===== src/rtl/hpm_consts.svh =====
// Constants for the host port mailbox and boot register block.
`ifndef HPM_CONSTS_SVH
`define HPM_CONSTS_SVH
// Behaviour
// - CPU interrupt stays raised while inbound request bit 0 is set.
// - Inbound source code bits 7:1 are read/write by both, no effect.
// - Outbound source code bits 7:1 are read/write by both, no effect.
// - Host interrupt pin stays asserted while outbound request bit is set.
// - Reserved upper bits read zero; writers write zeros.
// - Address bits 9:2 hold next word address; bits 1:0 read zero.
// - In consecutive mode the address steps by four after each access.
// - Only host with select pin low writes address; CPU only reads it.
// - Data word holds RAM write data and receives RAM read data.
// - Data word doubles as a mailbox; CPU reads and writes it.
// - Boot control is read-only to the CPU; host alone changes it.
// - Boot control bits 7:1 take the guard pattern, read back zero.
// - Exclusive bit set stalls CPU RAM access until it clears.
// - Normal boot: exclusive bit starts at zero.
// - Host-port boot: exclusive bit starts at one until host clears it.
// - Exclusive control applies to the bank assigned to the CPU.
// - Direction bit zero increments, one decrements, only in consecutive.
// - Read command fetches the RAM word at the address into data.

// Index select codes seen by the host and CPU register offsets.
`define HPM_IDX_INBOUND   6'h00
`define HPM_IDX_OUTBOUND  6'h01
`define HPM_IDX_ADDRESS   6'h02
`define HPM_IDX_DATA      6'h03
`define HPM_IDX_BOOT      6'h04
// Field positions and reset values.
`define HPM_REQ_BIT       0
`define HPM_CODE_MSB      7
`define HPM_CODE_LSB      1
`define HPM_ADDR_MSB      9
`define HPM_ADDR_LSB      2
`define HPM_GUARD         8'ha5
`define HPM_ADDR_STEP     8'h01
`define HPM_DATA_RESET    32'h0000_0000
`define HPM_BYTE_RESET    8'h00
// Cycles after reset release before the boot strap is taken.
`define HPM_STRAP_WAIT    2'h3
`endif


===== src/rtl/hpm_pkg.sv =====
// Types for the host port mailbox and boot register block.
package hpm_pkg;
  // One decoded register access from either side.
  typedef struct packed {
    logic        wr;
    logic        rd;
    logic [5:0]  sel;
    logic [31:0] data;
  } hpm_access_t;

  // Shared-RAM transfer sequencer states.
  typedef enum logic [1:0] {
    HPM_IDLE,
    HPM_READ,
    HPM_WRITE
  } hpm_ram_state_t;
endpackage


===== src/rtl/hpm_regs.sv =====
// Host port interrupt, address, data and boot/exclusive registers.
`timescale 1ns/10ps
`include "hpm_consts.svh"
module hpm_regs (
  input  wire logic        i_ref_clk,
  input  wire logic        i_rst,
  // Host parallel pins, asynchronous to i_ref_clk.
  input  wire logic        i_host_cs_n,
  input  wire logic        i_register_select_pin,
  input  wire logic        i_host_wr_n,
  input  wire logic        i_host_rd_n,
  input  wire logic [31:0] i_host_data,
  output logic      [31:0] o_host_data,
  output logic             o_host_data_oe,
  output logic             o_host_interrupt_pin_n,
  input  wire logic        i_host_boot_strap,
  // On-chip CPU register port.
  input  wire logic        i_cpu_wr,
  input  wire logic        i_cpu_rd,
  input  wire logic [5:0]  i_cpu_sel,
  input  wire logic [31:0] i_cpu_wdata,
  output logic      [31:0] o_cpu_rdata,
  output logic             o_cpu_port_interrupt,
  // CPU shared-RAM access gate for the CPU's bank.
  input  wire logic        i_cpu_ram_req,
  output logic             o_cpu_ram_go,
  output logic             o_cpu_ram_stall,
  // Transfer control from the mode control logic.
  input  wire logic        i_consec_mode,
  input  wire logic        i_step_direction_bit,
  input  wire logic        i_ram_read_cmd,
  input  wire logic        i_ram_write_cmd,
  // Shared-RAM port for host-side transfers.
  output logic             o_ram_req,
  output logic             o_ram_we,
  output logic      [9:0]  o_ram_addr,
  output logic      [31:0] o_ram_wdata,
  input  wire logic [31:0] i_ram_rdata,
  input  wire logic        i_ram_ack,
  output logic             o_exclusive_access_bit
);

  // True when a write access hits the given register select code.
  function automatic logic hits(input hpm_pkg::hpm_access_t a,
                                input logic [5:0] code);
    hits = a.wr && (a.sel == code);
  endfunction

  // --------------------------------------------------------------
  // Host pin synchronisers
  // --------------------------------------------------------------
  logic [3:0]  pins_s1_q;
  logic [3:0]  pins_s2_q;
  logic [31:0] data_s1_q;
  logic [31:0] data_s2_q;
  logic        wr_s3_q;
  logic        strap_s1_q;
  logic        strap_s2_q;

  // Two stages on every pin; the third write flop only feeds the edge.
  always_ff @(posedge i_ref_clk or posedge i_rst) begin
    if (i_rst) begin
      pins_s1_q  <= 4'hf;
      pins_s2_q  <= 4'hf;
      data_s1_q  <= `HPM_DATA_RESET;
      data_s2_q  <= `HPM_DATA_RESET;
      wr_s3_q    <= 1'b0;
      strap_s1_q <= 1'b0;
      strap_s2_q <= 1'b0;
    end else begin
      pins_s1_q  <= {i_host_cs_n, i_register_select_pin,
                     i_host_wr_n, i_host_rd_n};
      pins_s2_q  <= pins_s1_q;
      data_s1_q  <= i_host_data;
      data_s2_q  <= data_s1_q;
      wr_s3_q    <= ~pins_s2_q[3] & ~pins_s2_q[1];
      strap_s1_q <= i_host_boot_strap;
      strap_s2_q <= strap_s1_q;
    end
  end

  // --------------------------------------------------------------
  // Access decode
  // --------------------------------------------------------------
  logic [5:0]          register_index_q;
  hpm_pkg::hpm_access_t host_acc;
  hpm_pkg::hpm_access_t cpu_acc;
  wire                 host_sel  = ~pins_s2_q[3];
  wire                 host_wr_l = host_sel & ~pins_s2_q[1];
  wire                 host_wr_p = host_wr_l & ~wr_s3_q;
  wire                 host_rs   = pins_s2_q[2];
  wire                 host_rd_l = host_sel & ~pins_s2_q[0];

  // Select pin high writes the index; low reaches the indexed register.
  assign host_acc.wr   = host_wr_p & ~host_rs;
  assign host_acc.rd   = host_rd_l & ~host_rs;
  assign host_acc.sel  = register_index_q;
  assign host_acc.data = data_s2_q;
  assign cpu_acc.wr    = i_cpu_wr;
  assign cpu_acc.rd    = i_cpu_rd;
  assign cpu_acc.sel   = i_cpu_sel;
  assign cpu_acc.data  = i_cpu_wdata;

  wire h_in   = hits(host_acc, `HPM_IDX_INBOUND);
  wire h_out  = hits(host_acc, `HPM_IDX_OUTBOUND);
  wire h_addr = hits(host_acc, `HPM_IDX_ADDRESS);
  wire h_data = hits(host_acc, `HPM_IDX_DATA);
  wire h_boot = hits(host_acc, `HPM_IDX_BOOT);
  wire c_in   = hits(cpu_acc, `HPM_IDX_INBOUND);
  wire c_out  = hits(cpu_acc, `HPM_IDX_OUTBOUND);
  wire c_data = hits(cpu_acc, `HPM_IDX_DATA);

  // Index register, written while the select pin is high.
  always_ff @(posedge i_ref_clk or posedge i_rst) begin
    if (i_rst) begin
      register_index_q <= 6'h00;
    end else if (host_wr_p && host_rs) begin
      register_index_q <= data_s2_q[5:0];
    end
  end

  // --------------------------------------------------------------
  // Interrupt registers
  // --------------------------------------------------------------
  logic [7:0] inbound_interrupt_control_q;
  logic [7:0] outbound_interrupt_control_q;
  logic [7:0] inbound_d;
  logic [7:0] outbound_d;

  // Both sides write the code and request; the host wins a tie.
  assign inbound_d  = h_in  ? host_acc.data[7:0] :
                      c_in  ? cpu_acc.data[7:0]  :
                      inbound_interrupt_control_q;
  assign outbound_d = h_out ? host_acc.data[7:0] :
                      c_out ? cpu_acc.data[7:0]  :
                      outbound_interrupt_control_q;

  always_ff @(posedge i_ref_clk or posedge i_rst) begin
    if (i_rst) begin
      inbound_interrupt_control_q  <= `HPM_BYTE_RESET;
      outbound_interrupt_control_q <= `HPM_BYTE_RESET;
    end else begin
      inbound_interrupt_control_q  <= inbound_d;
      outbound_interrupt_control_q <= outbound_d;
    end
  end

  // Request bits drive the interrupt lines as levels, not pulses.
  assign o_cpu_port_interrupt =
    inbound_interrupt_control_q[`HPM_REQ_BIT];
  assign o_host_interrupt_pin_n =
    ~outbound_interrupt_control_q[`HPM_REQ_BIT];

  // --------------------------------------------------------------
  // Shared-RAM transfer sequencer
  // --------------------------------------------------------------
  hpm_pkg::hpm_ram_state_t ram_state_q;
  hpm_pkg::hpm_ram_state_t ram_state_d;
  logic [7:0]  word_address_field_q;
  logic [7:0]  step_addr;
  logic [31:0] shared_data_window_q;
  wire         ram_done = (ram_state_q != hpm_pkg::HPM_IDLE) & i_ram_ack;
  wire         do_step  = ram_done & i_consec_mode;

  // Direction only matters in consecutive mode; one word is four bytes.
  assign step_addr = i_step_direction_bit ?
    word_address_field_q - `HPM_ADDR_STEP :
    word_address_field_q + `HPM_ADDR_STEP;

  always_comb begin
    ram_state_d = ram_state_q;
    unique case (ram_state_q)
      hpm_pkg::HPM_IDLE: begin
        if (i_ram_read_cmd) begin
          ram_state_d = hpm_pkg::HPM_READ;
        end else if (i_ram_write_cmd) begin
          ram_state_d = hpm_pkg::HPM_WRITE;
        end
      end
      hpm_pkg::HPM_READ,
      hpm_pkg::HPM_WRITE: begin
        if (i_ram_ack) begin
          ram_state_d = hpm_pkg::HPM_IDLE;
        end
      end
    endcase
  end

  always_ff @(posedge i_ref_clk or posedge i_rst) begin
    if (i_rst) begin
      ram_state_q <= hpm_pkg::HPM_IDLE;
    end else begin
      ram_state_q <= ram_state_d;
    end
  end

  assign o_ram_req   = ram_state_q != hpm_pkg::HPM_IDLE;
  assign o_ram_we    = ram_state_q == hpm_pkg::HPM_WRITE;
  assign o_ram_addr  = {word_address_field_q, 2'b00};
  assign o_ram_wdata = shared_data_window_q;

  // Only the host may load the address; a host write beats the step.
  always_ff @(posedge i_ref_clk or posedge i_rst) begin
    if (i_rst) begin
      word_address_field_q <= `HPM_BYTE_RESET;
    end else if (h_addr) begin
      word_address_field_q <=
        host_acc.data[`HPM_ADDR_MSB:`HPM_ADDR_LSB];
    end else if (do_step) begin
      word_address_field_q <= step_addr;
    end
  end

  // RAM read data lands first; otherwise the word is a mailbox.
  always_ff @(posedge i_ref_clk or posedge i_rst) begin
    if (i_rst) begin
      shared_data_window_q <= `HPM_DATA_RESET;
    end else if (ram_done && !o_ram_we) begin
      shared_data_window_q <= i_ram_rdata;
    end else if (h_data) begin
      shared_data_window_q <= host_acc.data;
    end else if (c_data) begin
      shared_data_window_q <= cpu_acc.data;
    end
  end

  // --------------------------------------------------------------
  // Boot and exclusive access control
  // --------------------------------------------------------------
  logic       exclusive_access_bit_q;
  logic [1:0] strap_wait_q;
  wire        strap_take = strap_wait_q == (`HPM_STRAP_WAIT - 2'h1);
  wire        guard_ok   = host_acc.data[7:0] == `HPM_GUARD;

  // The strap is taken once the synchroniser has settled after reset,
  // so the boot mode never depends on the reset edge itself.
  always_ff @(posedge i_ref_clk or posedge i_rst) begin
    if (i_rst) begin
      strap_wait_q <= 2'h0;
    end else if (strap_wait_q != `HPM_STRAP_WAIT) begin
      strap_wait_q <= strap_wait_q + 2'h1;
    end
  end

  // Only the host writes; a set needs the full guard byte.
  always_ff @(posedge i_ref_clk or posedge i_rst) begin
    if (i_rst) begin
      exclusive_access_bit_q <= 1'b0;
    end else if (strap_take) begin
      exclusive_access_bit_q <= strap_s2_q;
    end else if (h_boot && guard_ok) begin
      exclusive_access_bit_q <= 1'b1;
    end else if (h_boot && !host_acc.data[0]) begin
      exclusive_access_bit_q <= 1'b0;
    end
    // A set without the guard byte falls through unchanged.
  end

  assign o_exclusive_access_bit = exclusive_access_bit_q;
  // The gate covers whichever bank is currently the CPU's.
  assign o_cpu_ram_stall = i_cpu_ram_req & exclusive_access_bit_q;
  assign o_cpu_ram_go    = i_cpu_ram_req & ~exclusive_access_bit_q;

  // --------------------------------------------------------------
  // Read-back
  // --------------------------------------------------------------
  logic [31:0] host_view;
  logic [31:0] cpu_view;

  // Shared read mux; guard bits and reserved bits always read zero.
  function automatic logic [31:0] view(input logic [5:0] sel);
    view = 32'h0000_0000;
    if (sel == `HPM_IDX_INBOUND) begin
      view = {24'h00_0000, inbound_interrupt_control_q};
    end else if (sel == `HPM_IDX_OUTBOUND) begin
      view = {24'h00_0000, outbound_interrupt_control_q};
    end else if (sel == `HPM_IDX_ADDRESS) begin
      view = {22'h00_0000, word_address_field_q, 2'b00};
    end else if (sel == `HPM_IDX_DATA) begin
      view = shared_data_window_q;
    end else if (sel == `HPM_IDX_BOOT) begin
      view = {31'h0000_0000, exclusive_access_bit_q};
    end
  endfunction

  assign host_view = host_rs ? {26'h000_0000, register_index_q}
                             : view(host_acc.sel);
  assign cpu_view  = view(cpu_acc.sel);

  // Read data comes from flops; the pin drives only during a read.
  always_ff @(posedge i_ref_clk or posedge i_rst) begin
    if (i_rst) begin
      o_host_data    <= `HPM_DATA_RESET;
      o_host_data_oe <= 1'b0;
      o_cpu_rdata    <= `HPM_DATA_RESET;
    end else begin
      o_host_data    <= host_view;
      o_host_data_oe <= host_rd_l;
      o_cpu_rdata    <= cpu_acc.rd ? cpu_view : `HPM_DATA_RESET;
    end
  end

endmodule // hpm_regs


===== config.mk =====
export PLATFORM = sky130hd
export DESIGN_NAME = hpm_regs
export DESIGN_NICKNAME = d
export VERILOG_FILES = /design/src/rtl/hpm_pkg.sv /design/src/rtl/hpm_regs.sv
export VERILOG_INCLUDE_DIRS = /design/src /design/src/rtl
export SDC_FILE = /design/constraint.sdc
export NUM_CORES = 1
export LEC_CHECK = 0
export ABC_AREA = 1
export BUFFER_PORTS_ARGS = -buffer_cell sky130_fd_sc_hd__buf_2
export CORE_MARGIN = 1
export CORE_UTILIZATION = 45
export CTS_CLUSTER_DIAMETER = 120
export DETAILED_ROUTE_END_ITERATION = 10
export PLACE_DENSITY = 0.74
export RECOVER_POWER = 50
export SLEW_MARGIN = 30
export SYNTH_ARGS = -nofsm -noshare
export SYNTH_HDL_FRONTEND = slang
export SYNTH_SLANG_ARGS = --single-unit
export TNS_END_PERCENT = 50

===== constraint.sdc =====
create_clock -name i_ref_clk -period 10.29 [get_ports i_ref_clk]
set_input_delay 2.5725 -clock i_ref_clk [delete_from_list [all_inputs] [get_ports i_ref_clk]]
set_output_delay 2.5725 -clock i_ref_clk [all_outputs]
set_load 0.01 [all_outputs]

* Word level (Yosys, flattened, before mapping)
Cells that the tools add are included. Widths: inputs -> output; s select.
Cells by class: shift operators 0, muxes and demuxes 29, bitwise operators 15, eq/ne operators 15, multipliers 0, divide/modulo/power cells 0, order comparisons 0, add/sub/neg operators 3, reduce and logical (&&, ||, !) cells 25
Operators with widths (count):
- $mux 32 | 13
- $mux 8 | 7
- $eq 6x2->1 const B | 4
- $eq 6x1->1 const B | 2
- $eq 6x3->1 const B | 2
- $logic_and 1x1->1 | 12
- $logic_not 6->1 | 2
- $add 8x1->8 const B | 1
- $and 1x1->1 | 8
- $eq 8x8->1 const B | 1
- $reduce_bool 2->1 | 4
- $sub 8x1->8 const B | 1
- $not 1->1 | 7
- $mux 2 | 3
- $reduce_bool 3->1 | 2
- $mux 1 | 5
- $eq 2x2->1 const B | 2
- $ne 2x2->1 const B | 2
- $pmux 2 s2 | 1
- $ne 3x3->1 const B | 1
- $add 2x1->2 const B | 1
- $eq 2x1->1 const B | 1
- $logic_not 1->1 | 2
- $logic_not 2->1 | 1
- 2 further kinds | 2
Word-level totals: output and inout port bits 114, memories kept 0, word-level logic and storage cells 105, latch bits 0, memory bits (read-only) 0, flip-flop bits (word level) 207, bits in writable memories 0, input bits 117

* Logic depth before layout (Yosys ltp)
depth in word-level cells 9, mapped depth 10

* Worst setup path after synthesis
OpenSTA, ideal clock, no wires.
kind input -> output, from input i_cpu_ram_req, to output o_cpu_ram_go, stages 2, data arrival time 2750 ps, path slack 4967 ps, data required time 7717 ps, cells stage by stage inv_1 -> nor2_1
On the way: cells in the longest elaborated chain, start to end 1
RTL lines:
- start, declared | RTL line hpm_regs.sv:25 | input wire logic i_cpu_ram_req,
- $and 1x1->1 | RTL line hpm_regs.sv:262 | assign o_cpu_ram_go = i_cpu_ram_req & ~exclusive_access_bit_q;
- end, declared | RTL line hpm_regs.sv:26 | output logic o_cpu_ram_go,
No other way between the ends.

* Worst setup path in the final report
from register register_index_q[4], to register shared_data_window_q[19], in the netlist o_ram_wdata[19]
On the way: cells in the longest elaborated chain, start to end 4
RTL lines:
- start, declared | RTL line hpm_regs.sv:85 | logic [5:0] register_index_q;
- start signal, assigned | RTL line hpm_regs.sv:118 | register_index_q <= data_s2_q[5:0];
- $eq 6x2->1 * | RTL line hpm_regs.sv:46 | hits = a.wr && (a.sel == code);
- $logic_and 1x1->1 * | RTL line hpm_regs.sv:46
- $mux 32 | RTL line hpm_regs.sv:220 | end else if (h_data) begin
- $mux 32 | RTL line hpm_regs.sv:218 | end else if (ram_done && !o_ram_we) begin
- end signal, assigned | RTL line hpm_regs.sv:217 | shared_data_window_q <= `HPM_DATA_RESET;
- end signal, assigned | RTL line hpm_regs.sv:219 | shared_data_window_q <= i_ram_rdata;
- end signal, assigned | RTL line hpm_regs.sv:221 | shared_data_window_q <= host_acc.data;
- end, declared | RTL line hpm_regs.sv:161 | logic [31:0] shared_data_window_q;
Mark *: on every way between the ends. The rest lies on a longest branch, timed or not. A chain may end at the register's enable or synchronous reset.

==> flow_metrics.tcl <==
set metrics [dict create \
    synth_top_cell_area_share_pct 57.3 \
    hold_viol 0 \
    final_antenna_net_count 0 \
    clock_path_buffers 3 \
    max_freq_ghz 0.167 \
    register_area_um2 5190 \
    gp_congestion 0.909 \
    cts_root_buffer "clkbuf_16" \
    setup_viol 0 \
    crit_path_end_kind "flop" \
    synth_top_area_cell "dfrtp_1" \
    peakVddDrop_v 0.000132 \
    rows 50 \
    cp-start-kind "flop" \
    hpwl_um 16800 \
    die_w_um 141 \
    run_status "complete, but fails checks" \
    initial_core_util_pct 46.2 \
    holdWs_ns 0.346 \
    synth.cell_area_um2 8700 \
    synth_edf_count 0 \
    required_ns 10.69 \
    cp_cell_sequence "nor2_1 -> nand2_1 -> nor2_1 -> nand2_2 -> nand3_2 -> inv_2 -> nand2_1 -> nand2_1" \
    vias_per_cell 5.03 \
    grt_usage_pct 24.1 \
    wl_per_cell_um 16.3 \
    drt_iter0_drc 538 \
    synth_warnings 0 \
    ys_seq_elements 207 \
    hold_buffers 0 \
    slew_headroom_pct -101 \
    die_height_um 141 \
    drv_cap 3 \
    ys_seq_area_share_pct 59.7 \
    drt_wl_total_um 23500 \
    tritoncts "built" \
    gr-total-overflow 0 \
    first_global_vias 6819 \
    path_common_cell "nand2_1" \
    drive_gt1_share_pct 27.8 \
    clk_pin_slew_ns 0.06 \
    synth.area.top_cells "dfrtp_1 57%, nand2_1 10%, nand3_1 7.6%, inv_1 3.3%, nor2_1 2.5%" \
    drc 0 \
    area_growth_pct 24.1 \
    tns_ns 0 \
    grt_start_max_net_pins 128 \
    vias 7237 \
    power_density_nw_per_um2 239 \
    drv_slew 140 \
    numCtsBuffers 23 \
    nNetsFinal 1289 \
    violations "capacitance limit, slew limit" \
    min_path_type "flop to flop" \
    insertion_delay_ns 0.51 \
    io_buffers 228 \
    coreArea_um2 18800 \
    fin_crit_ns 6.00 \
    power_leakage_nw 5.70 \
    rsz0062_at_grt "false" \
    multi_input_area_um2 2960 \
    ys_types 42 \
    cp_data_arrival_time_ns 6.40 \
    critPathMaxFanout 42 \
    period_share_pct 58.3 \
    ys_top_cells_by_count "242 x nand2_1, 199 x dfrtp_1, 132 x nand3_1" \
    cts_setup_buffers 0 \
    htree_levels 1 \
    die-area_um2 19900 \
    io_pins 231 \
    synth.avg_cell_area_um2 9.28 \
    cts.sinks 207 \
    fillers 1637 \
    worst_pin_slew_ns 3.00 \
    cts_resized 0 \
    async_flop_share_pct 100 \
    critPathKind "flop to flop" \
    ys.flop_type "dfrtp_1" \
    slowest_delay_ns 2.26 \
    dr.pass1.iters 5 \
    worst_path_max_delay_cell "nor2_1" \
    synthMostInstantiatedCell "nand2_1" \
    antenna_found_initial 1 \
    grt_pass1_wl_um 37100 \
    finClkSkew_ns 0.0118 \
    syn_inst 937 \
]
power breakdown:
part	switching (mW)	total, mW	internal (mW)
sequential	0.162	1.11	0.949
combinational	0.390	0.630	0.240
clock	0.334	0.839	0.505
layer usage:
metal  routed length (µm)  up-vias  track usage (%)
met3                 1810       40             3.97
met2                10500      327             36.4
li1                     -     3463                -
met4                  569        0             7.55
met1                10600     3407             35.4
met5                    0        -                0
flip-flops by register name (all words and copies together), names as in the netlist:
| signal | count |
|---|---|
| pins_s1_q | 4 |
| strap_wait_q | 2 |
| o_cpu_rdata | 32 |
| o_exclusive_access_bit | 1 |
| outbound_interrupt_control_q | 8 |
| o_host_data_oe | 1 |
| o_host_data | 32 |
| wr_s3_q | 1 |
| strap_s2_q | 1 |
| inbound_interrupt_control_q | 8 |
| strap_s1_q | 1 |
| pins_s2_q | 4 |
| word_address_field_q | 8 |
| data_s1_q | 32 |
| data_s2_q | 32 |
| o_ram_wdata | 32 |
| ram_state_q | 2 |
| register_index_q | 6 |
cell type report:
type                    count  area share, %
repair buffers            233           11.2
clock inverters             9           1.21
diodes                      2         0.0464
well taps                 260           3.01
multi-input cells         613           27.4
inverters                  83           2.90
clock buffers              33           6.14
flip-flops and latches    207           48.1
worst max-delay path, delay by kind of cell (launching register included):
kind | cells | cell delay [ns]
and+or+nand+nor | 7 | 4.98
DFF | 1 | 0.39
buffers and inverters | 1 | 0.45
logic make-up (layout without fill, tap and decap cells):
group / Yosys count / in the layout / synth area share [%]
fa+ha+maj: 11 / 11 / 1.67
other cells: 1 / 4 / 0.0431
compound gates: 73 / 73 / 4.60
flops: 207 / 207 / 59.7
buf+inv: 118 / 358 / 5.90
simple gates: 520 / 520 / 27.4
xor+xnor: 6 / 6 / 0.604
mux: 1 / 1 / 0.129
worst paths after layout:
kind	start	endpoint	slack, ns	cells past startpoint
min in group asynchronous	i_rst	data_s1_q[25]$_DFF_PP0_	2.81	2
max	register_index_q[4]$_DFFE_PP0P_	o_ram_wdata[19]$_DFFE_PP0P_	4.29	8
min reg2reg	data_s1_q[7]$_DFF_PP0_	data_s2_q[7]$_DFF_PP0_	0.35	0
max reg2reg	register_index_q[4]$_DFFE_PP0P_	o_ram_wdata[19]$_DFFE_PP0P_	4.29	8
max in group asynchronous	i_rst	o_ram_wdata[8]$_DFFE_PP0P_	4.60	3
min	data_s1_q[7]$_DFF_PP0_	data_s2_q[7]$_DFF_PP0_	0.35	0
per-stage QoR:
step / cells / power, mW / area (µm²) / utilization, % / worst slack (ns)
after CTS: 1437 / 2.60 / 10800 / 57.4 / 4.83
final: 1440 / 2.58 / 10800 / 57.3 / 4.29
after global routing: 1439 / 2.72 / 10800 / 57.3 / 3.84
after floorplan: 938 / 1.49 / 8700 / - / 2.08
after global placement: 1394 / 1.73 / 10000 / 53.1 / 4.83
after detailed placement: 1395 / 1.75 / 10000 / 53.2 / 4.83
layout by cell type, fill, tap and decap left out, types with 3 or more instances in the layout:
master / n
or2_2: 27
o21ai_1: 4
a31oi_1: 5
dfstp_2: 6
inv_1: 76
clkbuf_8: 5
nand3_1: 132
clkbuf_1: 7
or2_1: 5
o21ai_0: 30
nor3_1: 25
xnor2_1: 3
nand2_1: 242
a21oi_1: 21
xor2_1: 3
o22ai_1: 3
buf_2: 227
nand2_2: 5
nor2_4: 4
inv_2: 5
nor2_1: 64
dfrtp_1: 199
ha_1: 10
clkbuf_16: 23
o211ai_1: 5
nor2_2: 7
Power figures use the tool's default switching activity.
